**src/core/sar_adc_regs.svh**
```systemverilog
// Register offsets, field positions, reset values and timing counts of the converter control
`ifndef SAR_ADC_REGS_SVH
`define SAR_ADC_REGS_SVH
`define ADC_CTRL_ADDR     12'hf70
`define ADC_RAW_ADDR      12'hf71
`define ADC_DATA_HI_ADDR  12'hf72
`define ADC_DATA_LO_ADDR  12'hf73
`define ADC_SETTLE_ADDR   12'hf74
`define ADC_SAMPLE_ADDR   12'hf75
`define ADC_PRESCALE_ADDR 12'hf76
`define ADC_TCAP_HI_ADDR  12'hf78
`define ADC_TCAP_LO_ADDR  12'hf79
`define CTRL_START_BIT    7
`define CTRL_RESET        7'h00
`define SETTLE_RESET      5'h1f
`define SAMPLE_RESET      6'h3f
`define PRESCALE_RESET    4'h0
`define CONV_LAST_TICK    4'hc
`define SAR_DECIDE_TICKS  4'ha
`define CLK_PERIOD_NS     10
`define SAMPLE_MIN_NS     1000
`define SETTLE_MIN_NS     500
`define SAMPLE_MIN_CYC    (8'((`SAMPLE_MIN_NS + `CLK_PERIOD_NS - 1) / `CLK_PERIOD_NS))
`define SETTLE_MIN_CYC    (8'((`SETTLE_MIN_NS + `CLK_PERIOD_NS - 1) / `CLK_PERIOD_NS))
`endif

```
**src/core/sar_adc_pkg.sv**
```systemverilog
// Types shared by the converter control modules
package sar_adc_pkg;
  typedef enum logic [1:0] {PH_IDLE, PH_SAMPLE, PH_SETTLE, PH_CONVERT} phase_t;
  typedef struct packed {
    logic [11:0] addr;
    logic [7:0]  wdata;
    logic        wr;
    logic        rd;
  } bus_req_t;
  typedef struct packed {
    logic       rsv6;
    logic       internal_reference_on;
    logic       converter_power_on;
    logic       rsv3;
    logic [2:0] input_channel_select;
  } ctrl_t;
  typedef struct packed {
    logic       sample_hold;
    logic       sar_start;
    logic       internal_reference_on;
    logic       converter_power_on;
    logic [2:0] input_channel_select;
    logic [9:0] dac_code;
  } analog_ctl_t;
endpackage

```
**src/core/conv_clk_div.sv**
```systemverilog
// Converter clock enable divider from the prescale bits
`timescale 1ns/100ps
module conv_clk_div (
  input  wire logic       clk,
  input  wire logic       reset,
  input  wire logic       run,
  input  wire logic [3:0] div_sel,
  output logic            tick
);
  logic [3:0] cnt_ff;
  logic [3:0] last;

  // Highest set bit picks the divide ratio; zero means system clock
  function automatic logic [3:0] div_last(input logic [3:0] s);
    if (s[3]) return 4'hf;
    else if (s[2]) return 4'h7;
    else if (s[1]) return 4'h3;
    else if (s[0]) return 4'h1;
    else return 4'h0;
  endfunction

  assign last = div_last(div_sel);
  assign tick = run && (cnt_ff == last);

  // Counter restarts whenever the converter phase is not running
  always_ff @(posedge clk) begin
    if (reset || !run || tick) begin
      cnt_ff <= 4'h0;
    end else begin
      cnt_ff <= cnt_ff + 4'h1;
    end
  end
endmodule

```
**src/core/sar_adc_ctrl.sv**
```systemverilog
// Conversion sequencer and register file of the successive-approximation converter
`timescale 1ns/100ps
`include "sar_adc_regs.svh"
// What this block does
// RULE1 - Start by software bit or PWM trigger
// RULE2 - Busy bit reads conversion state; write zero ignored
// RULE3 - Software checks busy; restart aborts conversion
// RULE4 - Phases run sample, settle, convert in order
// RULE5 - Sampling length programmable, at least one microsecond; the six-bit field reaches at most 63 clocks (630 ns), timing_short flags it
// RULE6 - Settling length programmable, at least half microsecond; the five-bit field reaches at most 31 clocks (310 ns), timing_short flags it
// RULE7 - Conversion lasts thirteen converter clock cycles
// RULE8 - Ten-bit result, saturating at both ends
// RULE9 - Completion raises an interrupt request
// RULE10 - Disabling keeps a pending request
// RULE11 - Timer count captured when sampling ends
// RULE12 - Reference enable bit switches internal buffer
// RULE13 - Enable bit powers converter up or down
// RULE14 - Channel field routes selected analog input
// RULE15 - Software writes zero to reserved bits
// RULE16 - Result held until next conversion completes
// RULE17 - High byte read latches low bits
// RULE18 - Settling lasts programmed system clock periods
// RULE19 - Sampling lasts programmed system clock periods
// RULE20 - Completion clears busy, loads result, raises request
module sar_adc_ctrl
  import sar_adc_pkg::*;
#(
  parameter int TIMER_W  = 16,
  parameter int SAMPLE_W = 6,
  parameter int SETTLE_W = 5
) (
  input  wire logic               clk,
  input  wire logic               reset,
  input  wire bus_req_t           bus,
  output logic [7:0]              rdata,
  input  wire logic               pwm_trigger,
  input  wire logic [TIMER_W-1:0] timer_count,
  input  wire logic               comp_in,
  input  wire logic               irq_ack,
  output analog_ctl_t             analog,
  output logic                    busy,
  output logic                    irq_pending,
  output logic                    timing_short
);
  phase_t                phase_ff;
  ctrl_t                 ctrl_ff;
  logic [SAMPLE_W-1:0]   sample_ff;
  logic [SETTLE_W-1:0]   settle_ff;
  logic [3:0]            prescale_ff;
  logic [TIMER_W-1:0]    tcap_ff;
  logic [9:0]            result_ff;
  logic [1:0]            low_latch_ff;
  logic [7:0]            rdata_ff;
  logic                  irq_ff;
  logic [7:0]            phase_cnt_ff;
  logic [3:0]            conv_cnt_ff;
  logic [7:0]            conv_len_ff;
  logic [7:0]            nxt_rdata;
  logic [7:0]            sample_len;
  logic [7:0]            settle_len;
  logic [9:0]            sar_code;
  logic                  wr_ctrl;
  logic                  start_req;
  logic                  sample_end;
  logic                  settle_end;
  logic                  tick;
  logic                  done;
  logic                  sar_load;

  // Address match used by both the write and the read side
  function automatic logic hit(input logic [11:0] a, input logic [11:0] target);
    return a == target;
  endfunction

  assign wr_ctrl    = bus.wr && hit(bus.addr, `ADC_CTRL_ADDR);
  // Software start bit or PWM trigger, only while powered
  assign start_req  = ctrl_ff.converter_power_on &&
                      ((wr_ctrl && bus.wdata[`CTRL_START_BIT]) || pwm_trigger); // RULE1 RULE2
  // A zero count still gives one system clock of each phase
  assign sample_len = (sample_ff == '0) ? 8'h01 : 8'(sample_ff);
  assign settle_len = (settle_ff == '0) ? 8'h01 : 8'(settle_ff);
  assign sample_end = (phase_ff == PH_SAMPLE) && (phase_cnt_ff >= sample_len); // RULE19
  assign settle_end = (phase_ff == PH_SETTLE) && (phase_cnt_ff >= settle_len); // RULE18
  assign done       = (phase_ff == PH_CONVERT) && tick && (conv_cnt_ff == `CONV_LAST_TICK); // RULE7
  assign sar_load   = settle_end && !start_req;

  conv_clk_div u_div (
    .clk     (clk),
    .reset   (reset),
    .run     (phase_ff == PH_CONVERT),
    .div_sel (prescale_ff),
    .tick    (tick)
  );

  sar_register #(.BITS(10)) u_sar (
    .clk     (clk),
    .reset   (reset),
    .load    (sar_load),
    .decide  ((phase_ff == PH_CONVERT) && tick && (conv_cnt_ff < `SAR_DECIDE_TICKS)),
    .comp_in (comp_in),
    .code    (sar_code)
  );

  // Phase sequencer; a start while busy or a power-down aborts
  always_ff @(posedge clk) begin
    if (reset) begin
      phase_ff <= PH_IDLE;
    end else if (!ctrl_ff.converter_power_on) begin
      phase_ff <= PH_IDLE; // RULE13
    end else if (start_req) begin
      phase_ff <= (phase_ff == PH_IDLE) ? PH_SAMPLE : PH_IDLE; // RULE3
    end else begin
      case (phase_ff)
        PH_SAMPLE:  if (sample_end) phase_ff <= PH_SETTLE; // RULE4
        PH_SETTLE:  if (settle_end) phase_ff <= PH_CONVERT; // RULE4
        PH_CONVERT: if (done) phase_ff <= PH_IDLE; // RULE20
        default:    phase_ff <= PH_IDLE;
      endcase
    end
  end

  // System clock count within the sample and settle phases
  always_ff @(posedge clk) begin
    if (reset || start_req || sample_end || phase_ff == PH_IDLE) begin
      phase_cnt_ff <= 8'h01;
    end else if (phase_cnt_ff != 8'hff) begin
      phase_cnt_ff <= phase_cnt_ff + 8'h01;
    end
  end

  // Converter clock count within the conversion phase
  always_ff @(posedge clk) begin
    if (reset || phase_ff != PH_CONVERT) begin
      conv_cnt_ff <= 4'h0;
    end else if (tick) begin
      conv_cnt_ff <= conv_cnt_ff + 4'h1;
    end
  end

  // Length of the running conversion phase in system clocks, used only by the checks
  always_ff @(posedge clk) begin
    if (reset || phase_ff != PH_CONVERT) begin
      conv_len_ff <= 8'h00;
    end else if (conv_len_ff != 8'hff) begin
      conv_len_ff <= conv_len_ff + 8'h01;
    end
  end

  // Control, timing and prescale registers
  always_ff @(posedge clk) begin
    if (reset) begin
      ctrl_ff     <= `CTRL_RESET;
      settle_ff   <= `SETTLE_RESET;
      sample_ff   <= `SAMPLE_RESET;
      prescale_ff <= `PRESCALE_RESET;
    end else if (bus.wr) begin
      if (hit(bus.addr, `ADC_CTRL_ADDR)) begin
        ctrl_ff <= bus.wdata[6:0]; // RULE12 RULE13 RULE14
      end else if (hit(bus.addr, `ADC_SETTLE_ADDR)) begin
        settle_ff <= bus.wdata[SETTLE_W-1:0]; // RULE6
      end else if (hit(bus.addr, `ADC_SAMPLE_ADDR)) begin
        sample_ff <= bus.wdata[SAMPLE_W-1:0]; // RULE5
      end else if (hit(bus.addr, `ADC_PRESCALE_ADDR)) begin
        prescale_ff <= bus.wdata[3:0];
      end
    end
  end

  // Timer snapshot as sampling ends
  always_ff @(posedge clk) begin
    if (reset) begin
      tcap_ff <= '0;
    end else if (sample_end && !start_req && ctrl_ff.converter_power_on) begin
      tcap_ff <= timer_count; // RULE11
    end
  end

  // Result held until the next completion
  always_ff @(posedge clk) begin
    if (reset) begin
      result_ff <= '0;
    end else if (done && !start_req && ctrl_ff.converter_power_on) begin
      result_ff <= sar_code; // RULE16 RULE20
    end
  end

  // Reading the high byte freezes the matching low bits
  always_ff @(posedge clk) begin
    if (reset) begin
      low_latch_ff <= 2'h0;
    end else if (bus.rd && hit(bus.addr, `ADC_DATA_HI_ADDR)) begin
      low_latch_ff <= result_ff[1:0]; // RULE17
    end
  end

  // Pending request; a completion beats a same-cycle acknowledge, power-down leaves it
  always_ff @(posedge clk) begin
    if (reset) begin
      irq_ff <= 1'b0;
    end else if (done && !start_req && ctrl_ff.converter_power_on) begin
      irq_ff <= 1'b1; // RULE9 RULE20
    end else if (irq_ack) begin
      irq_ff <= 1'b0; // RULE10
    end
  end

  // Read data mux; unmapped addresses read zero
  always_comb begin
    nxt_rdata = 8'h00;
    if (hit(bus.addr, `ADC_CTRL_ADDR)) begin
      nxt_rdata = {busy, ctrl_ff}; // RULE2
    end else if (hit(bus.addr, `ADC_RAW_ADDR)) begin
      nxt_rdata = sar_code[9:2];
    end else if (hit(bus.addr, `ADC_DATA_HI_ADDR)) begin
      nxt_rdata = result_ff[9:2];
    end else if (hit(bus.addr, `ADC_DATA_LO_ADDR)) begin
      nxt_rdata = {low_latch_ff, 6'h00};
    end else if (hit(bus.addr, `ADC_SETTLE_ADDR)) begin
      nxt_rdata = 8'(settle_ff);
    end else if (hit(bus.addr, `ADC_SAMPLE_ADDR)) begin
      nxt_rdata = 8'(sample_ff);
    end else if (hit(bus.addr, `ADC_PRESCALE_ADDR)) begin
      nxt_rdata = {4'h0, prescale_ff};
    end else if (hit(bus.addr, `ADC_TCAP_HI_ADDR)) begin
      nxt_rdata = tcap_ff[TIMER_W-1 -: 8];
    end else if (hit(bus.addr, `ADC_TCAP_LO_ADDR)) begin
      nxt_rdata = tcap_ff[7:0];
    end
  end

  // Read data stand only in the cycle after the strobe
  always_ff @(posedge clk) begin
    if (reset || !bus.rd) begin
      rdata_ff <= 8'h00;
    end else begin
      rdata_ff <= nxt_rdata;
    end
  end

  // Outputs toward the analog front end and the system
  assign rdata                        = rdata_ff;
  assign busy                         = (phase_ff != PH_IDLE);
  assign irq_pending                  = irq_ff;
  assign timing_short                 = (sample_len < `SAMPLE_MIN_CYC) ||
                                        (settle_len < `SETTLE_MIN_CYC); // RULE5 RULE6
  assign analog.sample_hold           = (phase_ff == PH_SAMPLE);
  assign analog.sar_start             = (phase_ff == PH_CONVERT);
  assign analog.internal_reference_on = ctrl_ff.internal_reference_on; // RULE12
  assign analog.converter_power_on    = ctrl_ff.converter_power_on; // RULE13
  assign analog.input_channel_select  = ctrl_ff.input_channel_select; // RULE14
  assign analog.dac_code              = sar_code;
endmodule

```
**src/core/sar_register.sv**
```systemverilog
// Successive-approximation trial register
`timescale 1ns/100ps
module sar_register #(
  parameter int BITS = 10
) (
  input  wire logic            clk,
  input  wire logic            reset,
  input  wire logic            load,
  input  wire logic            decide,
  input  wire logic            comp_in,
  output logic [BITS-1:0]      code
);
  localparam int IW = $clog2(BITS);
  logic [IW-1:0] bit_ff;

  // Trial from midscale; a low comparator drops the bit, out-of-range inputs saturate
  always_ff @(posedge clk) begin
    if (reset) begin
      code   <= '0;
      bit_ff <= '0;
    end else if (load) begin
      code   <= BITS'(1) << (BITS - 1);
      bit_ff <= IW'(BITS - 1);
    end else if (decide) begin
      if (!comp_in) begin
        code[bit_ff] <= 1'b0; // RULE8
      end
      if (bit_ff != '0) begin
        code[bit_ff - IW'(1)] <= 1'b1;
        bit_ff               <= bit_ff - IW'(1);
      end
    end
  end
endmodule

```
**config.mk**
```make
export PLATFORM = sky130hd
export DESIGN_NAME = sar_adc_ctrl
export DESIGN_NICKNAME = d
export VERILOG_FILES = /design/src/core/sar_adc_pkg.sv /design/src/core/conv_clk_div.sv /design/src/core/sar_adc_ctrl.sv /design/src/core/sar_register.sv
export VERILOG_INCLUDE_DIRS = /design/src /design/src/core
export SDC_FILE = /design/constraint.sdc
export NUM_CORES = 1
export LEC_CHECK = 0
export BUFFER_PORTS_ARGS = -buffer_cell sky130_fd_sc_hd__buf_2
export CAP_MARGIN = 20
export CORE_MARGIN = 10
export CORE_UTILIZATION = 55
export CTS_BUF_LIST = sky130_fd_sc_hd__clkbuf_8
export CTS_CLUSTER_SIZE = 20
export DETAILED_ROUTE_END_ITERATION = 6
export PLACE_DENSITY_LB_ADDON = 0.12
export SKIP_CTS_REPAIR_TIMING = 1
export SLEW_MARGIN = 25
export SYNTH_ARGS = -nofsm -noshare
export SYNTH_HDL_FRONTEND = slang
export SYNTH_SLANG_ARGS = --single-unit
```
**constraint.sdc**
```tcl
create_clock -name clk -period 2.4 [get_ports clk]
set_input_delay 0.48 -clock clk [delete_from_list [all_inputs] [get_ports clk]]
set_output_delay 0.48 -clock clk [all_outputs]
set_load 0.005 [all_outputs]
```
==> impl_metrics.yaml, run 1 <==
synthesis:
  ys_flop_type: "sky130_fd_sc_hd__dfxtp_1"
  synth.distinct_cells: 64
  synth_enable_flop_cells: 0
  postSynthCellCount: 545
  synth_seq_area_share: 0.380
  ys_ff_latch: 91
  synth.area.top_cells: "sky130_fd_sc_hd__dfxtp_1 38%, sky130_fd_sc_hd__mux2i_1 8.4%, sky130_fd_sc_hd__ha_1 6.5%"
  yosysWarningCount: 0
  synthesis.area_per_instance_sq_um: 8.80
  asyncSetResetFlopFracSynth: 0
  synth_largest_type_area_fraction: 0.380
  synthesis.nets: 613
  synthDominantAreaCellType: "sky130_fd_sc_hd__dfxtp_1"
  synthesized_area_sq_um: 4790
placement:
  pre_cts_ws_ps: 161
  io_buffer_count: 69
  hpwl_um: 9760
  finalWeightedCongestion: 0.894
  dpl_cell_area_sq_um: 5250
finish:
  layout.cells.most_common: "sky130_fd_sc_hd__dfxtp_1"
  fin_area_sq_um: 5480
  final_net_count: 679
  final.fill_count: 733
  layout-drive-gt1-share: 0.208
  antenna_cells_inserted: 0
  area_growth_syn_to_layout_pct: 14.3
  layout.cells.most_common_list: "91 x sky130_fd_sc_hd__dfxtp_1, 69 x sky130_fd_sc_hd__buf_2, 57 x sky130_fd_sc_hd__nor2_1"
routing:
  drt-total-wl_um: 12900
  detailroute.via_count: 4290
  post_drt_via_cell_ratio: 5.95
  dr.pass1.iters: 5
  final_antenna_net_count: 0
  drt_iter0_drc: 266
  route.detailed.drc: 0
  post_drt_wl_per_cell_um: 17.8
die:
  initial_utilization: 0.575
  ioPinCount: 71
  die_h_um: 113
  chipWidth_um: 113
  fp-row-count: 33
  floorplan.core_area_sq_um: 8340
  die_area_sq_um: 12800
grt:
  gr-usage-met1: 0.239
  first_pass_grt_wire_length_um: 20600
  grt_use_met3: 0.0391
  grt.busiest_layer: "met2"
  grt_start_max_net_pins: 44
  global_route.usage.met2: 0.319
  grt_pass1_vias: 4122
  globalRouteTotalUtil: 0.193
  antenna_found_initial: 0
  grt.overflow.total: 0
timing:
  finalHoldViolCount: 0
  maxSlewHeadroom: 0.654
  postLayoutSetupSlackWorst_ps: 222
  final.period_utilization: 0.908
  fin_skew_ps: 11.0
  period_minus_slack_ps: 2180
  timing.final.max_slew_violations: 0
  achievable-frequency_mhz: 459
  setup_repair_after_global_routing_missed_its_margin: "false"
  measured_slew_at_the_worst_slew_check_pin_ps: 519
  timing.setup.tns_ps: 0
  setup_viol: 0
worst_hold_path:
  min_path_cells: 3
  hold_path_class: "in2reg"
  holdPathEnd: "tcap_ff[2]"
  min_delay_startpoint: "timer_count[2]"
setup_path:
  worst_setup_path_end_kind: "register"
  criticalPathCategory: "reg2reg"
  crit-reg2reg-launch: "sample_ff[5]"
  reg2reg_slack_ps: 220
  r2r_cells: 8
  worst_ep_required_time_ps: 2680
  worstReg2RegEnd: "phase_cnt_ff[7]"
  cp.arrival_ps: 2460
  critical_path_peak_fanout: 7
  timing.critical_path.from_type: "register"
outcome:
  status: "finished clean"
job:
  cap_viol_max_count: 0
cts:
  clockBufferDepth: 2
  path_clk_slew_ps: 100
  cts.root.buffer_cell: "sky130_fd_sc_hd__clkbuf_8"
  tritoncts: "built"
  number_of_buffers_inserted_during_clock_tree_synthesis: 9
  clock_sink_count: 91
  cts_htree_levels: 3
  clock_insertion_delay_worst_skew_ps: 370
pwr:
  power.density_nw_per_um2: 513
  static-leakage-power_nw: 2.44
  ir_drop_v: 0.000353
-- kinds of logic after synthesis --
group | after synthesis | synth area share
buf+inv | 60 | 0.0593
simple gates | 191 | 0.215
xor+xnor | 10 | 0.0183
fa+ha+maj | 25 | 0.0653
other cells | 1 | 0.000782
flops | 91 | 0.380
mux | 40 | 0.0835
compound gates | 127 | 0.178
-- Yosys cell counts (10+ instances only) --
cell type	instances
sky130_fd_sc_hd__a21oi_1	34
sky130_fd_sc_hd__nand3_1	30
sky130_fd_sc_hd__nor2_1	57
sky130_fd_sc_hd__clkbuf_1	19
sky130_fd_sc_hd__o211ai_1	13
sky130_fd_sc_hd__nand2_1	39
sky130_fd_sc_hd__mux2i_1	40
sky130_fd_sc_hd__inv_1	24
sky130_fd_sc_hd__ha_1	25
sky130_fd_sc_hd__dfxtp_1	91
sky130_fd_sc_hd__o21ai_0	22
sky130_fd_sc_hd__nand2b_1	10
-- power breakdown --
part	switching, mW	internal, mW
combinational	0.0783	0.0452
sequential	0.0000625	1.51
clock	0.587	0.594
total	0.665	2.15
-- worst max-delay path, stage by stage (launching register included) --
cell                       delay, ps
sky130_fd_sc_hd__dfxtp_1         330
sky130_fd_sc_hd__inv_1            90
sky130_fd_sc_hd__ha_1            320
sky130_fd_sc_hd__a2111o_1        410
sky130_fd_sc_hd__a31oi_1         130
sky130_fd_sc_hd__o21ai_1         150
sky130_fd_sc_hd__a211oi_2        300
sky130_fd_sc_hd__nand2_2         160
sky130_fd_sc_hd__nor3b_1         210
-- per-layer routing --
metal	wire, um	vias up
met2	6020	148
met4	324	0
li1	-	2094
met1	5640	2012
met5	0	-
met3	875	36
-- worst max path at each step --
stage	startpoint	endpoint	slack, ps	cells past startpoint
2_1_floorplan	phase_cnt_ff[5]	tcap_ff[10]	380	8
3_3_place_gp	settle_ff[1]	u_sar.bit_ff[1]	140	8
3_5_place_dp	settle_ff[1]	u_sar.bit_ff[1]	160	8
4_1_cts	settle_ff[1]	u_sar.bit_ff[1]	130	8
5_1_grt	settle_ff[1]	u_sar.bit_ff[1]	30	8
6_report	sample_ff[5]	phase_cnt_ff[7]	220	8
-- per-stage QoR --
stage	cells	power (mW)	utilization	hold WS (ps)
after floorplan	545	1.60	-	436
after global placement	705	1.66	0.629	449
after detailed placement	705	1.67	0.629	459
after CTS	721	2.83	0.656	327
after global routing	721	2.89	0.657	341
final	721	2.81	0.657	332
-- sequential cells by signal, indices dropped and copies added (netlist names), 4 cells and up --
signal	count
sample_ff	6
result_ff	10
u_div.cnt_ff	4
u_sar.code	10
u_sar.bit_ff	4
settle_ff	5
phase_cnt_ff	8
rdata	8
analog	5
conv_cnt_ff	4
prescale_ff	4
tcap_ff	16
-- area by class of cell --
type	count	area [sq um]	area share
multi-input cells	394	2690	0.491
flip-flops and latches	91	1820	0.332
repair buffers	90	515	0.0941
well taps	105	131	0.0240
clock buffers	9	124	0.0226
clock inverters	7	100	0.0183
inverters	25	93.8	0.0171
No activity file was read; power rests on OpenSTA's default activity.
==> run 2: changes to the inputs <==
--- a/config.mk
+++ b/config.mk
@@ -13,7 +13,7 @@
 export CTS_BUF_LIST = sky130_fd_sc_hd__clkbuf_8
 export CTS_CLUSTER_SIZE = 20
 export DETAILED_ROUTE_END_ITERATION = 6
-export PLACE_DENSITY_LB_ADDON = 0.12
+export PLACE_DENSITY = 0.77
 export SKIP_CTS_REPAIR_TIMING = 1
 export SLEW_MARGIN = 25
 export SYNTH_ARGS = -nofsm -noshare
==> run 2 against run 1 <==
Against the previous run:
- power down 5.3%
- global-route usage up 0.44 points
- setup slack worse by 51 ps
- utilization down 0.36 points
- non-clock buffer count down 1
- via count up 2.1%
- hold slack better by 3.5 ps
- highest routed layer unchanged
==> impl_metrics.yaml, run 2 (synthesized netlist as in run 1, its figures left out) <==
worst_hold_path:
  min_path_cells: 3
  hold_path_class: "in2reg"
  holdPathEnd: "tcap_ff[12]"
  min_delay_startpoint: "timer_count[12]"
die:
  floorplan.core_area_sq_um: 8340
  initial_utilization: 0.575
  chipWidth_um: 113
  ioPinCount: 71
  fp-row-count: 33
  die_area_sq_um: 12800
  die_h_um: 113
timing:
  timing.final.max_slew_violations: 0
  maxSlewHeadroom: 0.642
  measured_slew_at_the_worst_slew_check_pin_ps: 535
  setup_viol: 0
  finalHoldViolCount: 0
  achievable-frequency_mhz: 449
  period_minus_slack_ps: 2230
  setup_repair_after_global_routing_missed_its_margin: "false"
  fin_skew_ps: 14.7
  timing.setup.tns_ps: 0
  final.period_utilization: 0.929
setup_path:
  crit_start: "sample_ff[5]"
  worstReg2RegEnd: "phase_cnt_ff[3]"
  criticalPathCategory: "reg2reg"
  crit-reg2reg-launch: "sample_ff[5]"
  timing.critical_path.from_type: "register"
  critical_path_peak_fanout: 7
  reg2reg_slack_ps: 170
  cp.arrival_ps: 2510
  r2r_cells: 8
  worst_ep_required_time_ps: 2680
  worst_setup_path_end_kind: "register"
finish:
  area_of_the_multi_input_gates_sq_um: 2700
  biggestRegsByFlops: "tcap_ff: 16 flops, result_ff: 10 flops, u_sar.code: 10 flops"
  storage_element_area_sq_um: 1820
  layout-drive-gt1-share: 0.210
  regMostFlops: "tcap_ff"
  final_net_count: 678
  largest_register_ffs: 16
  area_growth_syn_to_layout_pct: 13.7
  fin_area_sq_um: 5450
  antenna_cells_inserted: 0
  final.fill_count: 748
  layout.cells.most_common: "sky130_fd_sc_hd__dfxtp_1"
  layout.cells.most_common_list: "90 x sky130_fd_sc_hd__dfxtp_1, 69 x sky130_fd_sc_hd__buf_2, 57 x sky130_fd_sc_hd__nor2_1"
routing:
  drt_iter0_drc: 329
  route.detailed.drc: 0
  final_antenna_net_count: 0
  post_drt_wl_per_cell_um: 18.2
  dr.pass1.iters: 6
  post_drt_via_cell_ratio: 6.08
  detailroute.via_count: 4379
  drt-total-wl_um: 13100
cts:
  number_of_buffers_inserted_during_clock_tree_synthesis: 9
  tritoncts: "built"
  cts.root.buffer_cell: "sky130_fd_sc_hd__clkbuf_8"
  clock_sink_count: 91
  path_clk_slew_ps: 110
  clock_insertion_delay_worst_skew_ps: 370
  clockBufferDepth: 2
  cts_htree_levels: 3
pwr:
  power.combinational.fraction: 0.046
  p_sw_uw: 706
  power.density_nw_per_um2: 489
  sequentialPowerShare: 0.567
  power_switching_share: 0.265
  ir_drop_v: 0.000291
  static-leakage-power_nw: 2.42
  pwr-share-clk: 0.387
  p_int_mw: 1.96
placement:
  io_buffer_count: 69
  finalWeightedCongestion: 0.905
  hpwl_um: 9890
  dpl_cell_area_sq_um: 5240
grt:
  first_pass_grt_wire_length_um: 21300
  grt_pass1_vias: 4348
  grt_start_max_net_pins: 44
  antenna_found_initial: 0
  globalRouteTotalUtil: 0.197
  grt.overflow.total: 0
outcome:
  status: "finished clean"
job:
  cap_viol_max_count: 0
run 2: worst max path at each step:
| stage | end | slack [ps] | cells after the start |
|---|---|---|---|
| after global placement | rdata[4] | 180 | 8 |
| after detailed placement | phase_cnt_ff[6] | 140 | 8 |
| after global routing | u_sar.code[3] | 40 | 9 |
| after CTS | phase_cnt_ff[3] | 120 | 7 |
| after floorplan | tcap_ff[10] | 380 | 8 |
| final | phase_cnt_ff[3] | 170 | 8 |
run 2: per-layer routing:
layer	vias up	wire length [um]	track usage	share of wire
met5	-	0	0	0
met4	0	289	0.0770	0.022
met3	24	842	0.0401	0.064
met2	177	6340	0.335	0.49
met1	2087	5590	0.238	0.43
li1	2091	-	-	-
run 2: cell type report:
class	instances	share of cell area
multi-input cells	394	0.496
flip-flops and latches	91	0.335
repair buffers	89	0.0932
well taps	105	0.0241
clock buffers	9	0.0227
inverters	25	0.0172
clock inverters	7	0.0126
run 2: stage by stage:
| step | utilization | setup WS, ps | power (mW) | hold slack (ps) | cells |
|---|---|---|---|---|---|
| after CTS | 0.652 | 123 | 2.67 | 328 | 720 |
| final | 0.653 | 170 | 2.66 | 336 | 720 |
| after floorplan | - | 378 | 1.60 | 436 | 545 |
| after global routing | 0.653 | 37.9 | 2.74 | 343 | 720 |
| after global placement | 0.629 | 178 | 1.66 | 451 | 704 |
| after detailed placement | 0.629 | 140 | 1.66 | 454 | 704 |
run 2: power groups by stage:
| stage | Combinational, mW | Sequential (mW) | Clock [mW] |
|---|---|---|---|
| 2_1_floorplan | 0.0549 | 1.54 | 0 |
| 3_3_place_gp | 0.119 | 1.54 | 0 |
| 3_5_place_dp | 0.121 | 1.54 | 0 |
| 4_1_cts | 0.121 | 1.51 | 1.04 |
| 5_1_grt | 0.132 | 1.51 | 1.10 |
| 6_report | 0.123 | 1.51 | 1.03 |
run 2: worst max-delay path: stages, from the launching register on:
cell and delay, ps:
sky130_fd_sc_hd__dfxtp_1 330, sky130_fd_sc_hd__inv_1 80, sky130_fd_sc_hd__ha_1 330, sky130_fd_sc_hd__a2111o_1 430, sky130_fd_sc_hd__a31oi_1 160, sky130_fd_sc_hd__o21ai_1 170
sky130_fd_sc_hd__a211oi_2 300, sky130_fd_sc_hd__nand2_2 160, sky130_fd_sc_hd__a211oi_1 210
==> run 3: changes to the inputs <==
--- a/config.mk
+++ b/config.mk
@@ -6,14 +6,18 @@
 export SDC_FILE = /design/constraint.sdc
 export NUM_CORES = 1
 export LEC_CHECK = 0
+export ABC_AREA = 1
 export BUFFER_PORTS_ARGS = -buffer_cell sky130_fd_sc_hd__buf_2
 export CAP_MARGIN = 20
+export CELL_PAD_IN_SITES_DETAIL_PLACEMENT = 0
+export CELL_PAD_IN_SITES_GLOBAL_PLACEMENT = 1
 export CORE_MARGIN = 10
-export CORE_UTILIZATION = 55
+export CORE_UTILIZATION = 43
 export CTS_BUF_LIST = sky130_fd_sc_hd__clkbuf_8
 export CTS_CLUSTER_SIZE = 20
 export DETAILED_ROUTE_END_ITERATION = 6
-export PLACE_DENSITY = 0.77
+export PLACE_DENSITY_LB_ADDON = 0.1
+export SETUP_SLACK_MARGIN = 0.4
 export SKIP_CTS_REPAIR_TIMING = 1
 export SLEW_MARGIN = 25
 export SYNTH_ARGS = -nofsm -noshare
==> run 3 against run 2 <==
Against the previous run:
- wire length is 3.7% higher
- clock-buffer cell count increased by 3
- clock skew shrank 6.0 ps
- via count up 1.5%
- largest power group unchanged
- first-iteration DRC count shrank 13%
- synthesized cell count up 23%
- critical endpoint is now phase_cnt_ff[0]
==> impl_metrics.yaml, run 3 <==
routing:
  drt-total-wl_um: 13600
  post_drt_via_cell_ratio: 5.05
  post_drt_wl_per_cell_um: 15.4
  drt_iter0_drc: 285
  final_antenna_net_count: 0
  route.detailed.drc: 0
  dr.pass1.iters: 5
  detailroute.via_count: 4446
synthesis:
  yosysWarningCount: 0
  post_synthesis_compound_gate_area_fraction: 0.169
  synth.area.top_cells: "sky130_fd_sc_hd__dfxtp_1 38%, sky130_fd_sc_hd__nand2_1 8.8%, sky130_fd_sc_hd__nor2_1 6.8%"
  synthesis.nets: 738
  synth_enable_flop_cells: 0
  asyncSetResetFlopFracSynth: 0
  synth.area.mux_share: 0
  synth_largest_type_area_fraction: 0.378
  synthDominantAreaCellType: "sky130_fd_sc_hd__dfxtp_1"
  synth.distinct_cells: 41
  synth_adder_area_share: 0.0648
  leading_cell_type_by_number_of_instances_after_synthesis: "sky130_fd_sc_hd__nand2_1"
  ys_ff_latch: 91
  synth-xor-area-share: 0.0145
  synthesized_area_sq_um: 4820
  synth_top_family_by_area: "simple AND/OR/NAND/NOR gates"
  synth_seq_area_share: 0.378
  post_synth_most_frequent_cells: "113 x sky130_fd_sc_hd__nand2_1, 91 x sky130_fd_sc_hd__dfxtp_1, 88 x sky130_fd_sc_hd__nor2_1"
  ys_flop_type: "sky130_fd_sc_hd__dfxtp_1"
  synthesis.area_per_instance_sq_um: 7.20
  synth_simple_gate_area_frac: 0.274
  postSynthCellCount: 670
cts:
  cts.root.buffer_cell: "sky130_fd_sc_hd__clkbuf_8"
  number_of_buffers_inserted_during_clock_tree_synthesis: 9
  clock_insertion_delay_worst_skew_ps: 360
  clock_sink_count: 91
  clockBufferDepth: 2
  cts_htree_levels: 3
  tritoncts: "built"
  path_clk_slew_ps: 90
finish:
  regMostFlops: "tcap_ff"
  final.fill_count: 1118
  final_cell_count_without_fillers: 881
  final_net_count: 805
  antenna_cells_inserted: 0
  area_growth_syn_to_layout_pct: 15.3
  largest_register_ffs: 16
  biggestRegsByFlops: "tcap_ff: 16 flops, result_ff: 10 flops, u_sar.code: 10 flops"
  layout.cells.most_common: "sky130_fd_sc_hd__nand2_1"
  layout.cells.most_common_list: "111 x sky130_fd_sc_hd__nand2_1, 87 x sky130_fd_sc_hd__nor2_1, 85 x sky130_fd_sc_hd__dfxtp_1"
  layout-drive-gt1-share: 0.185
  fin_area_sq_um: 5560
timing:
  measured_slew_at_the_worst_slew_check_pin_ps: 499
  timing.setup.tns_ps: 0
  postLayoutSetupSlackWorst_ps: 559
  timing.final.max_slew_violations: 0
  setup_repair_after_global_routing_missed_its_margin: "true"
  achievable-frequency_mhz: 543
  finalHoldViolCount: 0
  fin_skew_ps: 8.69
  period_minus_slack_ps: 1840
  maxSlewHeadroom: 0.667
  setup_viol: 0
  final.period_utilization: 0.767
pwr:
  power.density_nw_per_um2: 491
  static-leakage-power_nw: 2.67
  post-layout-total-power_mw: 2.73
  ir_drop_v: 0.000373
setup_path:
  cp_num_buf_inv: 2
  timing.critical_path.from_type: "register"
  worst_ep_required_time_ps: 2650
  worst_setup_path_end_kind: "register"
  crit_chain: "inv_2, ha_1, a211oi_1, nand3_1, nand2_2, nand4_1, buf_4, o21bai_1"
  critical_path_peak_fanout: 8
  path_delay_family: "compound AO/OA/AOI/OAI gates"
  criticalPathCategory: "reg2reg"
  critPathSlowestCell: "sky130_fd_sc_hd__dfxtp_2"
  crit_path_max_incr_delay_ps: 350
  cp.arrival_ps: 2090
grt:
  first_pass_grt_wire_length_um: 21900
  grt_pass1_vias: 4414
  grt.overflow.total: 0
  grt_start_max_net_pins: 36
  globalRouteTotalUtil: 0.166
  antenna_found_initial: 0
placement:
  pre_cts_ws_ps: 148
  dpl_cell_area_sq_um: 5240
  number_of_placed_cells_counting_well_taps: 861
  io_buffer_count: 69
  hpwl_um: 10500
  finalWeightedCongestion: 0.870
die:
  floorplan.core_area_sq_um: 10900
  chipWidth_um: 126
  die_h_um: 126
  initial_utilization: 0.441
  ioPinCount: 71
  die_area_sq_um: 15900
  fp-row-count: 38
job:
  cap_viol_max_count: 0
worst_hold_path:
  hold_path_class: "in2reg"
outcome:
  status: "finished clean"
-- run 3: cell count changes in the layout (fill, tap and decap cells not counted), sizes merged, moves of 8 or more --
cell | previous run | this run
buf | 89 | 79
nand2 | 40 | 120
nor2 | 57 | 98
mux2i | 40 | 0
inv | 27 | 88
a31oi | 9 | 1
nand3 | 31 | 41
o21ai | 25 | 62
a21oi | 34 | 48
nand2b | 10 | 0
-- run 3: cells by family (layout without fill, tap and decap cells) --
family          Yosys count  in the layout
buf+inv                 112            183
xor+xnor                  8              8
flops                    91             91
fa+ha+maj                25             25
simple gates            288            288
compound gates          145            145
other cells               1              1
-- run 3: area by class of cell --
type,count,area [sq um],area share
clock inverters,3,46.3,0.00832
well taps,140,175,0.0315
inverters,89,337,0.0605
flip-flops and latches,91,1830,0.329
multi-input cells,467,2580,0.465
repair buffers,79,424,0.0763
clock buffers,12,165,0.0297
-- run 3: layer usage --
layer  track usage  share of wire  vias up  wire length (um)
met5             0              0        -                 0
met4        0.0509         0.0097        0               131
met3        0.0327          0.034       10               460
met2         0.275           0.47       86              6420
met1         0.211           0.48     2021              6540
li1              -              -     2329                 -
-- run 3: final timing paths --
kind / startpoint / end / slack, ps / cells after the start
max: sample_ff[5] / phase_cnt_ff[0] / 560 / 8
min: timer_count[10] / tcap_ff[10] / 320 / 3
max reg2reg: sample_ff[5] / phase_cnt_ff[0] / 560 / 8
min reg2reg: irq_pending / irq_pending / 470 / 2
-- run 3: power by group --
group	switching, mW	total [mW]	internal [mW]
clock network	0.555	1.12	0.564
registers	0.0000966	1.51	1.51
logic	0.0658	0.103	0.0377
total	0.621	2.73	2.11
-- run 3: worst reg2reg max path: stages, from the launching register on --
cell                       delay, ps
sky130_fd_sc_hd__dfxtp_2         350
sky130_fd_sc_hd__inv_2            60
sky130_fd_sc_hd__ha_1            290
sky130_fd_sc_hd__a211oi_1        340
sky130_fd_sc_hd__nand3_1         140
sky130_fd_sc_hd__nand2_2         130
sky130_fd_sc_hd__nand4_1          90
sky130_fd_sc_hd__buf_4           190
sky130_fd_sc_hd__o21bai_1        160
-- run 3: stage by stage --
step	hold WS [ps]	util
2_1_floorplan	430	-
5_1_grt	339	0.509
6_report	325	0.509
3_3_place_gp	450	0.479
3_5_place_dp	459	0.479
4_1_cts	321	0.499
